===== config.mk =====
export PLATFORM = sky130hd
export DESIGN_NAME = cfr_front_end
export DESIGN_NICKNAME = d
export VERILOG_FILES = /design/src/pkg/cfr_pkg.sv /design/src/hdl/cfr_front_end.sv /design/src/hdl/cfr_qualifier.sv /design/src/hdl/cfr_resampler.sv
export SDC_FILE = /design/constraint.sdc
export NUM_CORES = 2
export LEC_CHECK = 0
export BUFFER_PORTS_ARGS = -buffer_cell sky130_fd_sc_hd__buf_2
export CELL_PAD_IN_SITES_DETAIL_PLACEMENT = 0
export CELL_PAD_IN_SITES_GLOBAL_PLACEMENT = 1
export CORE_ASPECT_RATIO = 0.5
export CORE_UTILIZATION = 53
export DETAILED_ROUTE_END_ITERATION = 10
export PLACE_DENSITY = 0.95
export RECOVER_POWER = 50
export SYNTH_ARGS = -nofsm -noshare
export SYNTH_HDL_FRONTEND = slang
export SYNTH_SLANG_ARGS = --single-unit

===== constraint.sdc =====
create_clock -name aclk -period 22.1 [get_ports aclk]
set_input_delay 3.315 -clock aclk [delete_from_list [all_inputs] [get_ports aclk]]
set_output_delay 3.315 -clock aclk [all_outputs]
set_load 0.005 [all_outputs]

===== src/pkg/cfr_pkg.sv =====
// Constants, field layouts and carrier types for the channel front end resampler
package cfr_pkg;

  // Data path widths
  localparam int DATA_W   = 14;
  localparam int EXP_W    = 3;
  localparam int SCALE_W  = 5;
  localparam int DECIM_W  = 12;
  localparam int INTERP_W = 9;
  localparam int CTRL_W   = 9;
  localparam int SSEL_W   = 12;
  localparam int FREQ_W   = 32;
  localparam int PHASE_W  = 16;
  localparam int IDX_W    = 8;

  // Register indices; byte address is four times the index
  localparam logic [IDX_W-1:0] IDX_FREQ   = 8'h85;
  localparam logic [IDX_W-1:0] IDX_PHASE  = 8'h87;
  localparam logic [IDX_W-1:0] IDX_CTRL   = 8'h88;
  localparam logic [IDX_W-1:0] IDX_DECIM  = 8'h90;
  localparam logic [IDX_W-1:0] IDX_INTERP = 8'h91;
  localparam logic [IDX_W-1:0] IDX_SCALE  = 8'h92;
  localparam logic [IDX_W-1:0] IDX_STATUS = 8'h93;

  // Front control field positions
  localparam int CTRL_AMP_DITHER = 2;
  localparam int CTRL_CLR_HOP    = 3;
  localparam int CTRL_QUAL_LO    = 4;
  localparam int CTRL_PORT_SEL   = 6;
  localparam int CTRL_SYNC_LO    = 7;

  // Scale control field positions
  localparam int SCALE_LOUD_LO  = 0;
  localparam int SCALE_QUIET_LO = 5;
  localparam int SCALE_WEIGHT   = 10;
  localparam int SCALE_INV      = 11;
  localparam logic [SCALE_W-1:0] EXP_INV_BASE = 5'h07;

  // Status field positions
  localparam int STAT_LEGAL    = 0;
  localparam int STAT_QUAL     = 1;
  localparam int STAT_PHASE_LO = 16;

  // Values after reset
  localparam logic [CTRL_W-1:0]   RST_CTRL   = 9'h000;
  localparam logic [SSEL_W-1:0]   RST_SCALE  = 12'h000;
  localparam logic [DECIM_W-1:0]  RST_DECIM  = 12'h000;
  localparam logic [INTERP_W-1:0] RST_INTERP = 9'h000;
  localparam logic [FREQ_W-1:0]   RST_FREQ   = 32'h0000_0000;
  localparam logic [PHASE_W-1:0]  RST_PHASE  = 16'h0000;
  localparam logic [15:0]         RST_LFSR   = 16'hace1;

  // AXI responses
  localparam logic [1:0] RESP_OKAY   = 2'b00;
  localparam logic [1:0] RESP_SLVERR = 2'b10;

  // Input qualifier modes in field order 00, 01, 10, 11
  typedef enum logic [1:0] {
    QUAL_BLANK,
    QUAL_HIGH,
    QUAL_RISE,
    QUAL_FALL
  } cfr_qual_mode_t;

  // One wideband input port
  typedef struct packed {
    logic [DATA_W-1:0] samples;
    logic [EXP_W-1:0]  exponent;
    logic              qualifier;
  } cfr_port_t;

endpackage


===== src/hdl/cfr_front_end.sv =====
// Channel front end: registers, port select, oscillator control, scaling, resampler
//
// Chosen here: the AXI4-Lite slave port.
`timescale 1ns/1ns

// Contract
// Control bit 2 adds amplitude dither to the oscillator's Cartesian conversion.
// Control bit 3 clears the phase accumulator before each hop; offset still applies.
// Control bit 3 clear makes hops phase continuous.
// Mode 00 latches every clock while qualifier high, zeros while low.
// Mode 00 keeps the oscillator advancing while inputs are blanked.
// Mode 01 latches only while qualifier high and halts oscillator otherwise.
// Mode 10 latches one sample on first clock after qualifier rises.
// Mode 11 latches one sample on first clock after qualifier falls.
// Edge modes advance the oscillator once per newly latched sample.
// In modes 01, 10, 11 later stages keep running every clock; here the resampler steps only on latched samples.
// Control bit 6 picks port B over A; all port signals switch together.
// Control bits 7-8 pick one of four sync pins; pins may be shared.
// L ranges 1-512, M ranges 1-4096; only L/M not above one is legal.
// Resampler zero-stuffs by L, then second-order integrator-comb, output rate L/M.
// L and M both one bypass the filter; scaling still applies.
// Scale is 5 bits, 0-31; each count is one right shift.
// Two scale fields, chosen by the level indicator pin.
// Shift is mod(exp+scale,32), or mod(7-exp+scale,32) when inverted.
// The combined shift is applied once, just before the resampler.
// The resampler takes one input per master clock, full port rate.
// M and L are programmed as value minus one in 12 and 9 bit fields.
// Scale bit 11 inverts the exponent before the shift calculation.
// Scale bit 10 selects 6 dB or 12 dB per exponent step.
// Converter holds samples, exponent, level, qualifier stable at latch edges.
// Each resampler output comes with a one-cycle valid strobe.
module cfr_front_end
  import cfr_pkg::*;
#(
  parameter int ACC_W = 40,
  parameter int OUT_W = 24
) (
  input  wire logic                    aclk,
  input  wire logic                    aresetn,
  // AXI4-Lite slave
  input  wire logic [11:0]             s_axi_awaddr,
  input  wire logic                    s_axi_awvalid,
  output logic                         s_axi_awready,
  input  wire logic [31:0]             s_axi_wdata,
  input  wire logic [3:0]              s_axi_wstrb,
  input  wire logic                    s_axi_wvalid,
  output logic                         s_axi_wready,
  output logic [1:0]                   s_axi_bresp,
  output logic                         s_axi_bvalid,
  input  wire logic                    s_axi_bready,
  input  wire logic [11:0]             s_axi_araddr,
  input  wire logic                    s_axi_arvalid,
  output logic                         s_axi_arready,
  output logic [31:0]                  s_axi_rdata,
  output logic [1:0]                   s_axi_rresp,
  output logic                         s_axi_rvalid,
  input  wire logic                    s_axi_rready,
  // Converter pins
  input  wire cfr_port_t               port_a,
  input  wire cfr_port_t               port_b,
  input  wire logic                    level_indicator,
  input  wire logic [3:0]              sync_pins,
  // Oscillator control outputs
  output logic [PHASE_W-1:0]           osc_phase_q,
  output logic                         osc_amp_dither_q,
  // Resampled stream
  output logic signed [OUT_W-1:0]      resampled_data,
  output logic                         resampled_valid
);

  // Registers
  logic [CTRL_W-1:0]   channel_front_control_q;
  logic [SSEL_W-1:0]   resampler_scale_control_q;
  logic [DECIM_W-1:0]  decim_m1_q;
  logic [INTERP_W-1:0] interp_m1_q;
  logic [FREQ_W-1:0]   freq_shadow_q;
  logic [PHASE_W-1:0]  phase_offset_q;

  // Bus state
  logic                wr_go;
  logic [IDX_W-1:0]    wr_idx;
  logic                wr_hit;
  logic [31:0]         wr_mask;
  logic [IDX_W-1:0]    rd_idx;
  logic [31:0]         rd_word;
  logic                rd_hit;
  logic [31:0]         status_word;

  // Pin synchronisers
  cfr_port_t           port_a_s1_q, port_a_s2_q;
  cfr_port_t           port_b_s1_q, port_b_s2_q;
  logic                level_s1_q, level_s2_q;
  logic [3:0]          sync_s1_q, sync_s2_q;

  // Oscillator state
  logic                sync_sel_prev_q;
  logic                sync_sel;
  logic                hop;
  logic [FREQ_W-1:0]   freq_active_q;
  logic [FREQ_W-1:0]   phase_acc_q;
  logic [15:0]         lfsr_q;

  // Data path
  cfr_port_t           port_sel;
  cfr_qual_mode_t      qual_mode;
  logic [DATA_W-1:0]   q_sample;
  logic [EXP_W-1:0]    q_exponent;
  logic                q_load;
  logic                q_advance;
  logic [SCALE_W-1:0]  scale_pick;
  logic [SCALE_W-1:0]  exp_eff;
  logic [SCALE_W-1:0]  shift_amt;
  logic signed [DATA_W-1:0] scaled_q;
  logic                scaled_load_q;
  logic                rate_legal;

  // Write channel: take address and data together, answer next cycle
  assign wr_go         = s_axi_awvalid && s_axi_wvalid && !s_axi_bvalid;
  assign s_axi_awready = wr_go;
  assign s_axi_wready  = wr_go;
  assign wr_idx        = s_axi_awaddr[IDX_W+1:2];
  assign wr_hit        = (wr_idx == IDX_FREQ) || (wr_idx == IDX_PHASE)
                      || (wr_idx == IDX_CTRL) || (wr_idx == IDX_DECIM)
                      || (wr_idx == IDX_INTERP) || (wr_idx == IDX_SCALE);

  // Byte lane mask from strobes
  always_comb begin
    for (int b = 0; b < 4; b++) begin
      wr_mask[8*b +: 8] = {8{s_axi_wstrb[b]}};
    end
  end

  // Write response
  always_ff @(posedge aclk) begin
    if (!aresetn) begin
      s_axi_bvalid <= 1'b0;
      s_axi_bresp  <= RESP_OKAY;
    end else if (wr_go) begin
      s_axi_bvalid <= 1'b1;
      s_axi_bresp  <= wr_hit ? RESP_OKAY : RESP_SLVERR;
    end else if (s_axi_bready) begin
      s_axi_bvalid <= 1'b0;
    end
  end

  // Register storage with byte enables
  always_ff @(posedge aclk) begin
    if (!aresetn) begin
      channel_front_control_q   <= RST_CTRL;
      resampler_scale_control_q <= RST_SCALE;
      decim_m1_q                <= RST_DECIM;
      interp_m1_q               <= RST_INTERP;
      freq_shadow_q             <= RST_FREQ;
      phase_offset_q            <= RST_PHASE;
    end else if (wr_go) begin
      unique case (wr_idx)
        IDX_CTRL:   channel_front_control_q <= CTRL_W'((s_axi_wdata & wr_mask)
                      | ({23'h0, channel_front_control_q} & ~wr_mask));
        IDX_SCALE:  resampler_scale_control_q <= SSEL_W'((s_axi_wdata & wr_mask)
                      | ({20'h0, resampler_scale_control_q} & ~wr_mask));
        IDX_DECIM:  decim_m1_q <= DECIM_W'((s_axi_wdata & wr_mask)
                      | ({20'h0, decim_m1_q} & ~wr_mask));
        IDX_INTERP: interp_m1_q <= INTERP_W'((s_axi_wdata & wr_mask)
                      | ({23'h0, interp_m1_q} & ~wr_mask));
        IDX_FREQ:   freq_shadow_q <= (s_axi_wdata & wr_mask) | (freq_shadow_q & ~wr_mask);
        IDX_PHASE:  phase_offset_q <= PHASE_W'((s_axi_wdata & wr_mask)
                      | ({16'h0, phase_offset_q} & ~wr_mask));
        default: ;
      endcase
    end
  end

  // Status word: rate legality, live qualifier, current phase
  always_comb begin
    status_word = '0;
    status_word[STAT_LEGAL] = rate_legal;
    status_word[STAT_QUAL]  = port_sel.qualifier;
    status_word[STAT_PHASE_LO +: PHASE_W] = osc_phase_q;
  end

  // Read decode
  assign rd_idx = s_axi_araddr[IDX_W+1:2];
  always_comb begin
    rd_hit  = 1'b1;
    rd_word = '0;
    unique case (rd_idx)
      IDX_FREQ:   rd_word = freq_shadow_q;
      IDX_PHASE:  rd_word[PHASE_W-1:0]  = phase_offset_q;
      IDX_CTRL:   rd_word[CTRL_W-1:0]   = channel_front_control_q;
      IDX_DECIM:  rd_word[DECIM_W-1:0]  = decim_m1_q;
      IDX_INTERP: rd_word[INTERP_W-1:0] = interp_m1_q;
      IDX_SCALE:  rd_word[SSEL_W-1:0]   = resampler_scale_control_q;
      IDX_STATUS: rd_word = status_word;
      default:    rd_hit = 1'b0;
    endcase
  end

  // Read channel: one read in flight, data one cycle after address
  assign s_axi_arready = !s_axi_rvalid;
  always_ff @(posedge aclk) begin
    if (!aresetn) begin
      s_axi_rvalid <= 1'b0;
      s_axi_rdata  <= '0;
      s_axi_rresp  <= RESP_OKAY;
    end else if (s_axi_arvalid && !s_axi_rvalid) begin
      s_axi_rvalid <= 1'b1;
      s_axi_rdata  <= rd_word;
      s_axi_rresp  <= rd_hit ? RESP_OKAY : RESP_SLVERR;
    end else if (s_axi_rready) begin
      s_axi_rvalid <= 1'b0;
    end
  end

  // Two-stage synchronisers on all converter and sync pins
  always_ff @(posedge aclk) begin
    if (!aresetn) begin
      port_a_s1_q <= '0;
      port_a_s2_q <= '0;
      port_b_s1_q <= '0;
      port_b_s2_q <= '0;
      level_s1_q  <= 1'b0;
      level_s2_q  <= 1'b0;
      sync_s1_q   <= '0;
      sync_s2_q   <= '0;
    end else begin
      port_a_s1_q <= port_a;
      port_a_s2_q <= port_a_s1_q;
      port_b_s1_q <= port_b;
      port_b_s2_q <= port_b_s1_q;
      level_s1_q  <= level_indicator;
      level_s2_q  <= level_s1_q;
      sync_s1_q   <= sync_pins;
      sync_s2_q   <= sync_s1_q;
    end
  end

  // Port select moves samples, exponent and qualifier as one
  assign port_sel  = channel_front_control_q[CTRL_PORT_SEL] ? port_b_s2_q
                                                            : port_a_s2_q;
  assign qual_mode = cfr_qual_mode_t'(channel_front_control_q[CTRL_QUAL_LO +: 2]);

  // Qualifier decides latching and oscillator advance
  cfr_qualifier u_qualifier (
    .aclk       (aclk),
    .aresetn    (aresetn),
    .mode       (qual_mode),
    .port_in    (port_sel),
    .sample_q   (q_sample),
    .exponent_q (q_exponent),
    .load_q     (q_load),
    .advance_q  (q_advance)
  );

  // Sync pin pick and hop detection
  assign sync_sel = sync_s2_q[channel_front_control_q[CTRL_SYNC_LO +: 2]];
  assign hop      = sync_sel && !sync_sel_prev_q;

  // Phase accumulator with hop handling
  always_ff @(posedge aclk) begin
    if (!aresetn) begin
      sync_sel_prev_q <= 1'b0;
      freq_active_q   <= RST_FREQ;
      phase_acc_q     <= '0;
    end else begin
      sync_sel_prev_q <= sync_sel;
      if (hop) begin
        freq_active_q <= freq_shadow_q;
        if (channel_front_control_q[CTRL_CLR_HOP]) begin
          phase_acc_q <= '0;
        end
      end else if (q_advance) begin
        phase_acc_q <= phase_acc_q + freq_active_q;
      end
    end
  end

  // Output phase with offset, and amplitude dither bit
  always_ff @(posedge aclk) begin
    if (!aresetn) begin
      lfsr_q           <= RST_LFSR;
      osc_phase_q      <= '0;
      osc_amp_dither_q <= 1'b0;
    end else begin
      lfsr_q <= {lfsr_q[14:0], lfsr_q[15] ^ lfsr_q[13] ^ lfsr_q[12] ^ lfsr_q[10]};
      osc_phase_q      <= phase_acc_q[FREQ_W-1 -: PHASE_W] + phase_offset_q;
      osc_amp_dither_q <= channel_front_control_q[CTRL_AMP_DITHER] && lfsr_q[0];
    end
  end

  // Shift amount from exponent and selected scale field
  always_comb begin
    scale_pick = level_s2_q
               ? resampler_scale_control_q[SCALE_LOUD_LO +: SCALE_W]
               : resampler_scale_control_q[SCALE_QUIET_LO +: SCALE_W];
    exp_eff = resampler_scale_control_q[SCALE_INV]
            ? EXP_INV_BASE - {2'b00, q_exponent}
            : {2'b00, q_exponent};
    if (resampler_scale_control_q[SCALE_WEIGHT]) begin
      exp_eff = exp_eff << 1;
    end
    shift_amt = exp_eff + scale_pick;
  end

  // Single scaling point ahead of the resampler
  always_ff @(posedge aclk) begin
    if (!aresetn) begin
      scaled_q      <= '0;
      scaled_load_q <= 1'b0;
    end else begin
      scaled_q      <= signed'(q_sample) >>> shift_amt;
      scaled_load_q <= q_load;
    end
  end

  // Resampling comb
  cfr_resampler #(
    .ACC_W (ACC_W),
    .OUT_W (OUT_W)
  ) u_resampler (
    .aclk        (aclk),
    .aresetn     (aresetn),
    .sample      (scaled_q),
    .load        (scaled_load_q),
    .decim_m1    (decim_m1_q),
    .interp_m1   (interp_m1_q),
    .legal       (rate_legal),
    .out_data_q  (resampled_data),
    .out_valid_q (resampled_valid)
  );

endmodule


===== src/hdl/cfr_qualifier.sv =====
// Input qualifier: decides when a sample is latched and the oscillator advances
`timescale 1ns/1ns
module cfr_qualifier
  import cfr_pkg::*;
(
  input  wire logic              aclk,
  input  wire logic              aresetn,
  input  wire cfr_qual_mode_t    mode,
  input  wire cfr_port_t         port_in,
  output logic [DATA_W-1:0]      sample_q,
  output logic [EXP_W-1:0]       exponent_q,
  output logic                   load_q,
  output logic                   advance_q
);

  logic qual_prev_q;
  logic take;
  logic adv;

  // Latch and advance decisions per mode
  always_comb begin
    take = 1'b0;
    adv  = 1'b0;
    unique case (mode)
      QUAL_BLANK: begin
        take = 1'b1;
        adv  = 1'b1;
      end
      QUAL_HIGH: begin
        take = port_in.qualifier;
        adv  = port_in.qualifier;
      end
      QUAL_RISE: begin
        take = port_in.qualifier && !qual_prev_q;
        adv  = take;
      end
      QUAL_FALL: begin
        take = !port_in.qualifier && qual_prev_q;
        adv  = take;
      end
    endcase
  end

  // Sample capture, zero substitution while blanked
  always_ff @(posedge aclk) begin
    if (!aresetn) begin
      qual_prev_q <= 1'b0;
      sample_q    <= '0;
      exponent_q  <= '0;
      load_q      <= 1'b0;
      advance_q   <= 1'b0;
    end else begin
      qual_prev_q <= port_in.qualifier;
      load_q      <= take;
      advance_q   <= adv;
      if (take) begin
        exponent_q <= port_in.exponent;
        if (mode == QUAL_BLANK && !port_in.qualifier) begin
          sample_q <= '0;
        end else begin
          sample_q <= port_in.samples;
        end
      end
    end
  end

endmodule


===== src/hdl/cfr_resampler.sv =====
// Second order resampling integrator-comb, at most one input per clock (on load), no fast clock
`timescale 1ns/1ns
module cfr_resampler
  import cfr_pkg::*;
#(
  parameter int ACC_W = 40,
  parameter int OUT_W = 24
) (
  input  wire logic                   aclk,
  input  wire logic                   aresetn,
  input  wire logic signed [DATA_W-1:0] sample,
  input  wire logic                   load,
  input  wire logic [DECIM_W-1:0]     decim_m1,
  input  wire logic [INTERP_W-1:0]    interp_m1,
  output logic                        legal,
  output logic signed [OUT_W-1:0]     out_data_q,
  output logic                        out_valid_q
);

  logic signed [ACC_W-1:0] i1_q, i2_q, d1_q, d2_q;
  logic        [DECIM_W:0] cnt_q;
  logic        [DECIM_W:0] m_val, l_val, k_val, cnt_sum, cnt_n;
  logic signed [ACC_W-1:0] i1_n, i2_hit, i2_n, comb_y;
  logic                    hit, bypass;

  // Zero-stuffed block: L virtual subsamples per input, first holds the sample
  always_comb begin
    m_val   = {1'b0, decim_m1} + 13'h0001;
    l_val   = {4'h0, interp_m1} + 13'h0001;
    legal   = l_val <= m_val;
    bypass  = (decim_m1 == '0) && (interp_m1 == '0);
    i1_n    = i1_q + ACC_W'(sample);
    k_val   = m_val - 13'h0001 - cnt_q;
    hit     = k_val < l_val;
    i2_hit  = i2_q + ACC_W'(signed'({1'b0, k_val + 13'h0001}) * i1_n);
    i2_n    = i2_q + ACC_W'(signed'({1'b0, l_val}) * i1_n);
    cnt_sum = cnt_q + l_val;
    cnt_n   = (cnt_sum >= m_val) ? cnt_sum - m_val : cnt_sum;
    comb_y  = i2_hit - (d1_q <<< 1) + d2_q;
  end

  // Integrators, output-rate comb and strobe; steps only on a loaded sample at a legal rate, bypass loads skipping the integrators and comb
  always_ff @(posedge aclk) begin
    if (!aresetn) begin
      i1_q        <= '0;
      i2_q        <= '0;
      d1_q        <= '0;
      d2_q        <= '0;
      cnt_q       <= '0;
      out_data_q  <= '0;
      out_valid_q <= 1'b0;
    end else begin
      out_valid_q <= 1'b0;
      if (load && bypass) begin
        out_data_q  <= OUT_W'(sample);
        out_valid_q <= 1'b1;
      end else if (load && legal) begin
        i1_q  <= i1_n;
        i2_q  <= i2_n;
        cnt_q <= cnt_n;
        if (hit) begin
          d1_q        <= i2_hit;
          d2_q        <= d1_q;
          out_data_q  <= comb_y[OUT_W-1:0];
          out_valid_q <= 1'b1;
        end
      end
    end
  end

endmodule


**Yosys cells after proc, flatten, opt, wreduce, memory -nomap -nowiden**

Index checks and enable logic that the tools add are counted.

- $add $sub $neg: 16
- Multipliers: 2
- Magnitude comparators: 4
- Equality and inequality tests: 17
- Shift operators: 1
- Multiplexer cells: 29
- Bitwise operators: 18
- Reduce and logical (&&, ||, !) cells: 40

Operators with widths:

| cell | number |
|---|---|
| 8-bit == test (second input constant) | 13 |
| 32-bit 2-to-1 mux | 3 |
| 24-bit 2-to-1 mux | 3 |
| 32-bit bitwise AND | 2 |
| 9-bit case mux with 7 select lines | 1 |
| 24-bit adder | 2 |
| 40-bit by 14-bit adder with 40-bit output | 1 |
| 40-bit adder | 1 |
| 14-bit by 40-bit multiplier with 24-bit output | 1 |
| 14-bit by 40-bit multiplier with 40-bit output | 1 |
| 32-bit adder | 1 |
| 32-bit NOT | 1 |
| 32-bit bitwise OR | 1 |
| 16-bit case mux with 2 select lines | 1 |
| 13-bit subtractor | 2 |
| 12-bit bitwise AND | 2 |
| 12-bit bitwise OR | 2 |
| 24-bit subtractor | 1 |
| 9-bit bitwise AND | 2 |
| 18-bit 2-to-1 mux | 1 |
| 9-bit bitwise OR | 2 |
| 2-bit AND reduction | 9 |
| 16-bit adder | 1 |
| 16-bit bitwise AND | 1 |
| 36 further kinds | 72 |

- Flip-flop bits (word level): 508
- Input port bits: 108
- Output and inout port bits: 83

**Longest topological paths before layout**

- Depth after elaboration: 11
- Mapped depth: 46
- Depth with buffers taken out: 46

**By module**

A second synthesis with hierarchy kept.

- Cells, all modules: 4487
- Area total of the unflattened synthesis: 39305.2 um2

Modules (own cells, without submodules):

| module | times used | cells an instance | area each (um2) | seq. area each (um2) |
|---|---|---|---|---|
| cfr_resampler | 1 | 2874 | 24013.0 | 2682.6 |
| cfr_front_end | 1 | 1530 | 14493.9 | 6426.2 |
| cfr_qualifier | 1 | 83 | 798.3 | 380.4 |

**Least setup slack after synthesis**

OpenSTA, ideal clock, no wires.

- Path kind: register -> register
- Start point: register (tool-made name)
- End point: register u_resampler.out_data_q[23]
- Library setup time: 125 ps
- Arrival time: 10218 ps
- Required time: 21975 ps
- Path slack: 11756 ps
- Cell stages (with the launch flop): 40
- Buffers on the path: 1
- Clock period less this slack: 10344 ps
- Cells stage by stage: dfxtp_1 inv_1 ha_1 inv_1 fa_1 nand2b_1 a2111oi_0 a211oi_2 nor4b_4 and3_1 nand3_1 xnor2_1 clkbuf_1 nor2_1 ha_1 inv_1 fa_1 inv_1 [4 not listed] fa_1 inv_1 ha_1 or3_1 o21ai_0 a211oi_1 o31a_1 or2_2 a21oi_1 xnor2_1 fa_1 ha_1 or2_2 a41o_1 a21oi_1 xnor3_1 a222oi_1 nor2b_1

RTL lines:

| item | line | text |
|---|---|---|
| to (signal assigned) | cfr_resampler.sv:55 | `out_data_q <= OUT_W'(sample);` |
| to (signal assigned) | cfr_resampler.sv:64 | `out_data_q <= comb_y[OUT_W-1:0];` |
| to (decl) | cfr_resampler.sv:16 | `output logic signed [OUT_W-1:0] out_data_q,` |

==> results.cfg <==
[run_status]
status = complete, but fails checks
failed_checks = max-capacitance violations, max-slew violations

[worst_setup_path]
slowest_stage = xor2_2
slowest_delay_ns = 0.56
arrival_ns = 12.28
critPathLaunchType = flop
crit_buf_inv = 4
path_depth = 37
required_ns = 22.58
critical_path_class = reg -> reg
reg2reg_depth = 37
worst_path_dominant_cell_family = adder cells
cp_common_cell = fa_1
endpoint_kind = flop
path_max_fanout = 9

[grt]
grt_max_degree = 272
antenna_found_initial = 8
grt.total_usage_pct = 26.92
grt_pass1_vias = 30082
grt_pass1_wl_um = 159000
grt.overflow.total = 0

[synth]
synth-edff-count = 0
synthTopCellsByCount = 614 x nand2_1, 529 x inv_1, 474 x dfxtp_1
synthCells = 4399
synth_top_area_share_pct = 24.55
synth_warnings = 0
yosysMostFrequentCell = nand2_1
synth_top_area_cell = dfxtp_1
synthTopCellsByArea = dfxtp_1 25%, fa_1 19%, ha_1 8.8%
synth_cell_types = 85
synth.cell_area_sq_mm = 0.03865
async_reset_ff_share_pct = 0
synth_top_flop_cell = dfxtp_1
ys_seq_area_share_pct = 24.55
syn_avg_cell_area_sq_um = 8.787
yosys_register_bits = 474

[job]
drv_cap = 1

[power]
power.switching_mw = 0.7498
clkPwrFrac_pct = 37.0
peakVddDrop_mv = 0.06881
p_leak_nw = 18.46
power_frac_comb_pct = 24.9
p_per_area_mw_per_mm2 = 54.99
intPower_mw = 1.565
pwr-share-seq_pct = 38.1
swShare_pct = 32.39

[timing]
worstMarginPinSlew_ns = 6.125
skew_ns = 0.03676
setup_tns_ns = 0
clock.fmax_mhz = 84.73
worst_slew_margin_rel_pct = -308.3
slew_violations = 192
grt_setup_unrepaired = no
hold_violations = 0
finalCritPeriodShare_pct = 53.41
finalSetupViolations = 0
fin_ws_ns = 10.30
period_minus_slack_ns = 11.80

[cells_and_area]
fin_util_pct = 58.82
drive_above_1_share_pct = 7.268
nFillCells = 6296
seqCellArea_sq_mm = 0.009489
fin_area_sq_mm = 0.04210
area_delta_synth_final_pct = 8.908
fin_nets = 5244
multi_input_area_sq_mm = 0.02653

[clocking]
post_cts_buffers = 0
clk_path_buf_depth = 3
cts_root_buf = clkbuf_16
hold_buffers = 0
cts_resized = 0
cts_made_buffers = 45
cts.sinks = 474
cts_tree = done
clkLatencyLatePin_ns = 0.63
clk_pin_slew_ns = 0.07
htreeDepth = 2

[placed_design]
pre_cts_slack_ns = 10.49
gp_congestion = 0.9243
dp_hpwl_um = 74840
placed_area_sq_mm = 0.04056
portBuffers = 180

[drt]
vias = 30636
drt-initial-drc-count = 2465
wl_per_cell_um = 17.96
drtPass1Iterations = 7
via_per_inst = 5.578
wl_um = 98630
route.detailed.drc = 0
postRouteAntennaNets = 0

[die]
fp.coreArea_sq_mm = 0.07157
start_util_pct = 54.01
die_y_um = 193.0
rows = 69
io_pins = 191
die_area_sq_mm = 0.07408
die_x_um = 383.9

[hold_path]
min_path_cells = 1
hold_path_class = reg -> reg
## logic make-up after synthesis
logic type | count (synthesis) | synth area share, %
buffers and inverters | 723 | 7.057
flip-flops | 474 | 24.55
AO/OA/AOI/OAI | 709 | 12.26
other | 1 | 0.009702
multiplexers | 164 | 4.577
adder cells (fa/ha/maj) | 645 | 28.12
AND/OR/NAND/NOR | 1457 | 18.13
XOR/XNOR | 226 | 5.289
## area by class of cell
class,count,area share (%)
multi-input combinational,3203,63.03
sequential,474,22.54
inverter,529,4.717
timing repair buffer,238,3.038
tap,958,2.847
clock buffer,49,2.734
clock inverter,34,1.055
antenna,7,0.04161
## per-layer routing
metal	global-route usage, %	part of all wire (%)
met2	45.23	47
met5	0	0
met1	35.76	43
met3	3.277	6.0
met4	10.24	3.8
## through the flow
stage	power [mW]	std cells	hold WS (ns)
2_1_floorplan	1.302	4400	0.3863
3_3_place_gp	1.453	5402	0.3953
3_5_place_dp	1.464	5402	0.3972
4_1_cts	2.321	5485	0.4200
5_1_grt	2.426	5492	0.4409
6_report	2.315	5492	0.4185
## final timing paths
path / from / end / slack [ns]
worst min-delay path: port_a_s1_q[6]$_SDFF_PN0_ / port_a_s2_q[6]$_SDFF_PN0_ / 0.42
worst min register to register: port_a_s1_q[6]$_SDFF_PN0_ / port_a_s2_q[6]$_SDFF_PN0_ / 0.42
worst max register to register: flop / u_resampler.out_data_q[23]$_SDFFE_PN0P_ / 10.30
worst max-delay path: flop / u_resampler.out_data_q[23]$_SDFFE_PN0P_ / 10.30
## power by group through the flow
| stage | logic [mW] | clock network [mW] | registers (mW) |
|---|---|---|---|
| after floorplan | 0.404 | 0 | 0.898 |
| after global placement | 0.553 | 0 | 0.900 |
| after detailed placement | 0.563 | 0 | 0.901 |
| after CTS | 0.568 | 0.872 | 0.881 |
| after global routing | 0.634 | 0.909 | 0.883 |
| final | 0.577 | 0.857 | 0.882 |
## cells in the final DEF (no fill, tap or decap), drive strengths merged, types with 13 or more instances in the layout
cell type and count:
nand4 18, clkbuf 103, a22oi 30, nor2b 184, xor2 72, ha 272
and3 13, a211oi 14, a21oi 154, o21ai 163, mux2i 143, o211a 13
nor3b 31, buf 184, a221oi 27, a31oi 13, a21o 52, nor3 31
a21boi 115, nand2 614, nand3 55, and2 182, nor2 229, nand2b 48
o21a 31, xnor2 151, fa 373, inv 539, dfxtp 474
Power figures use the tool's default switching activity.
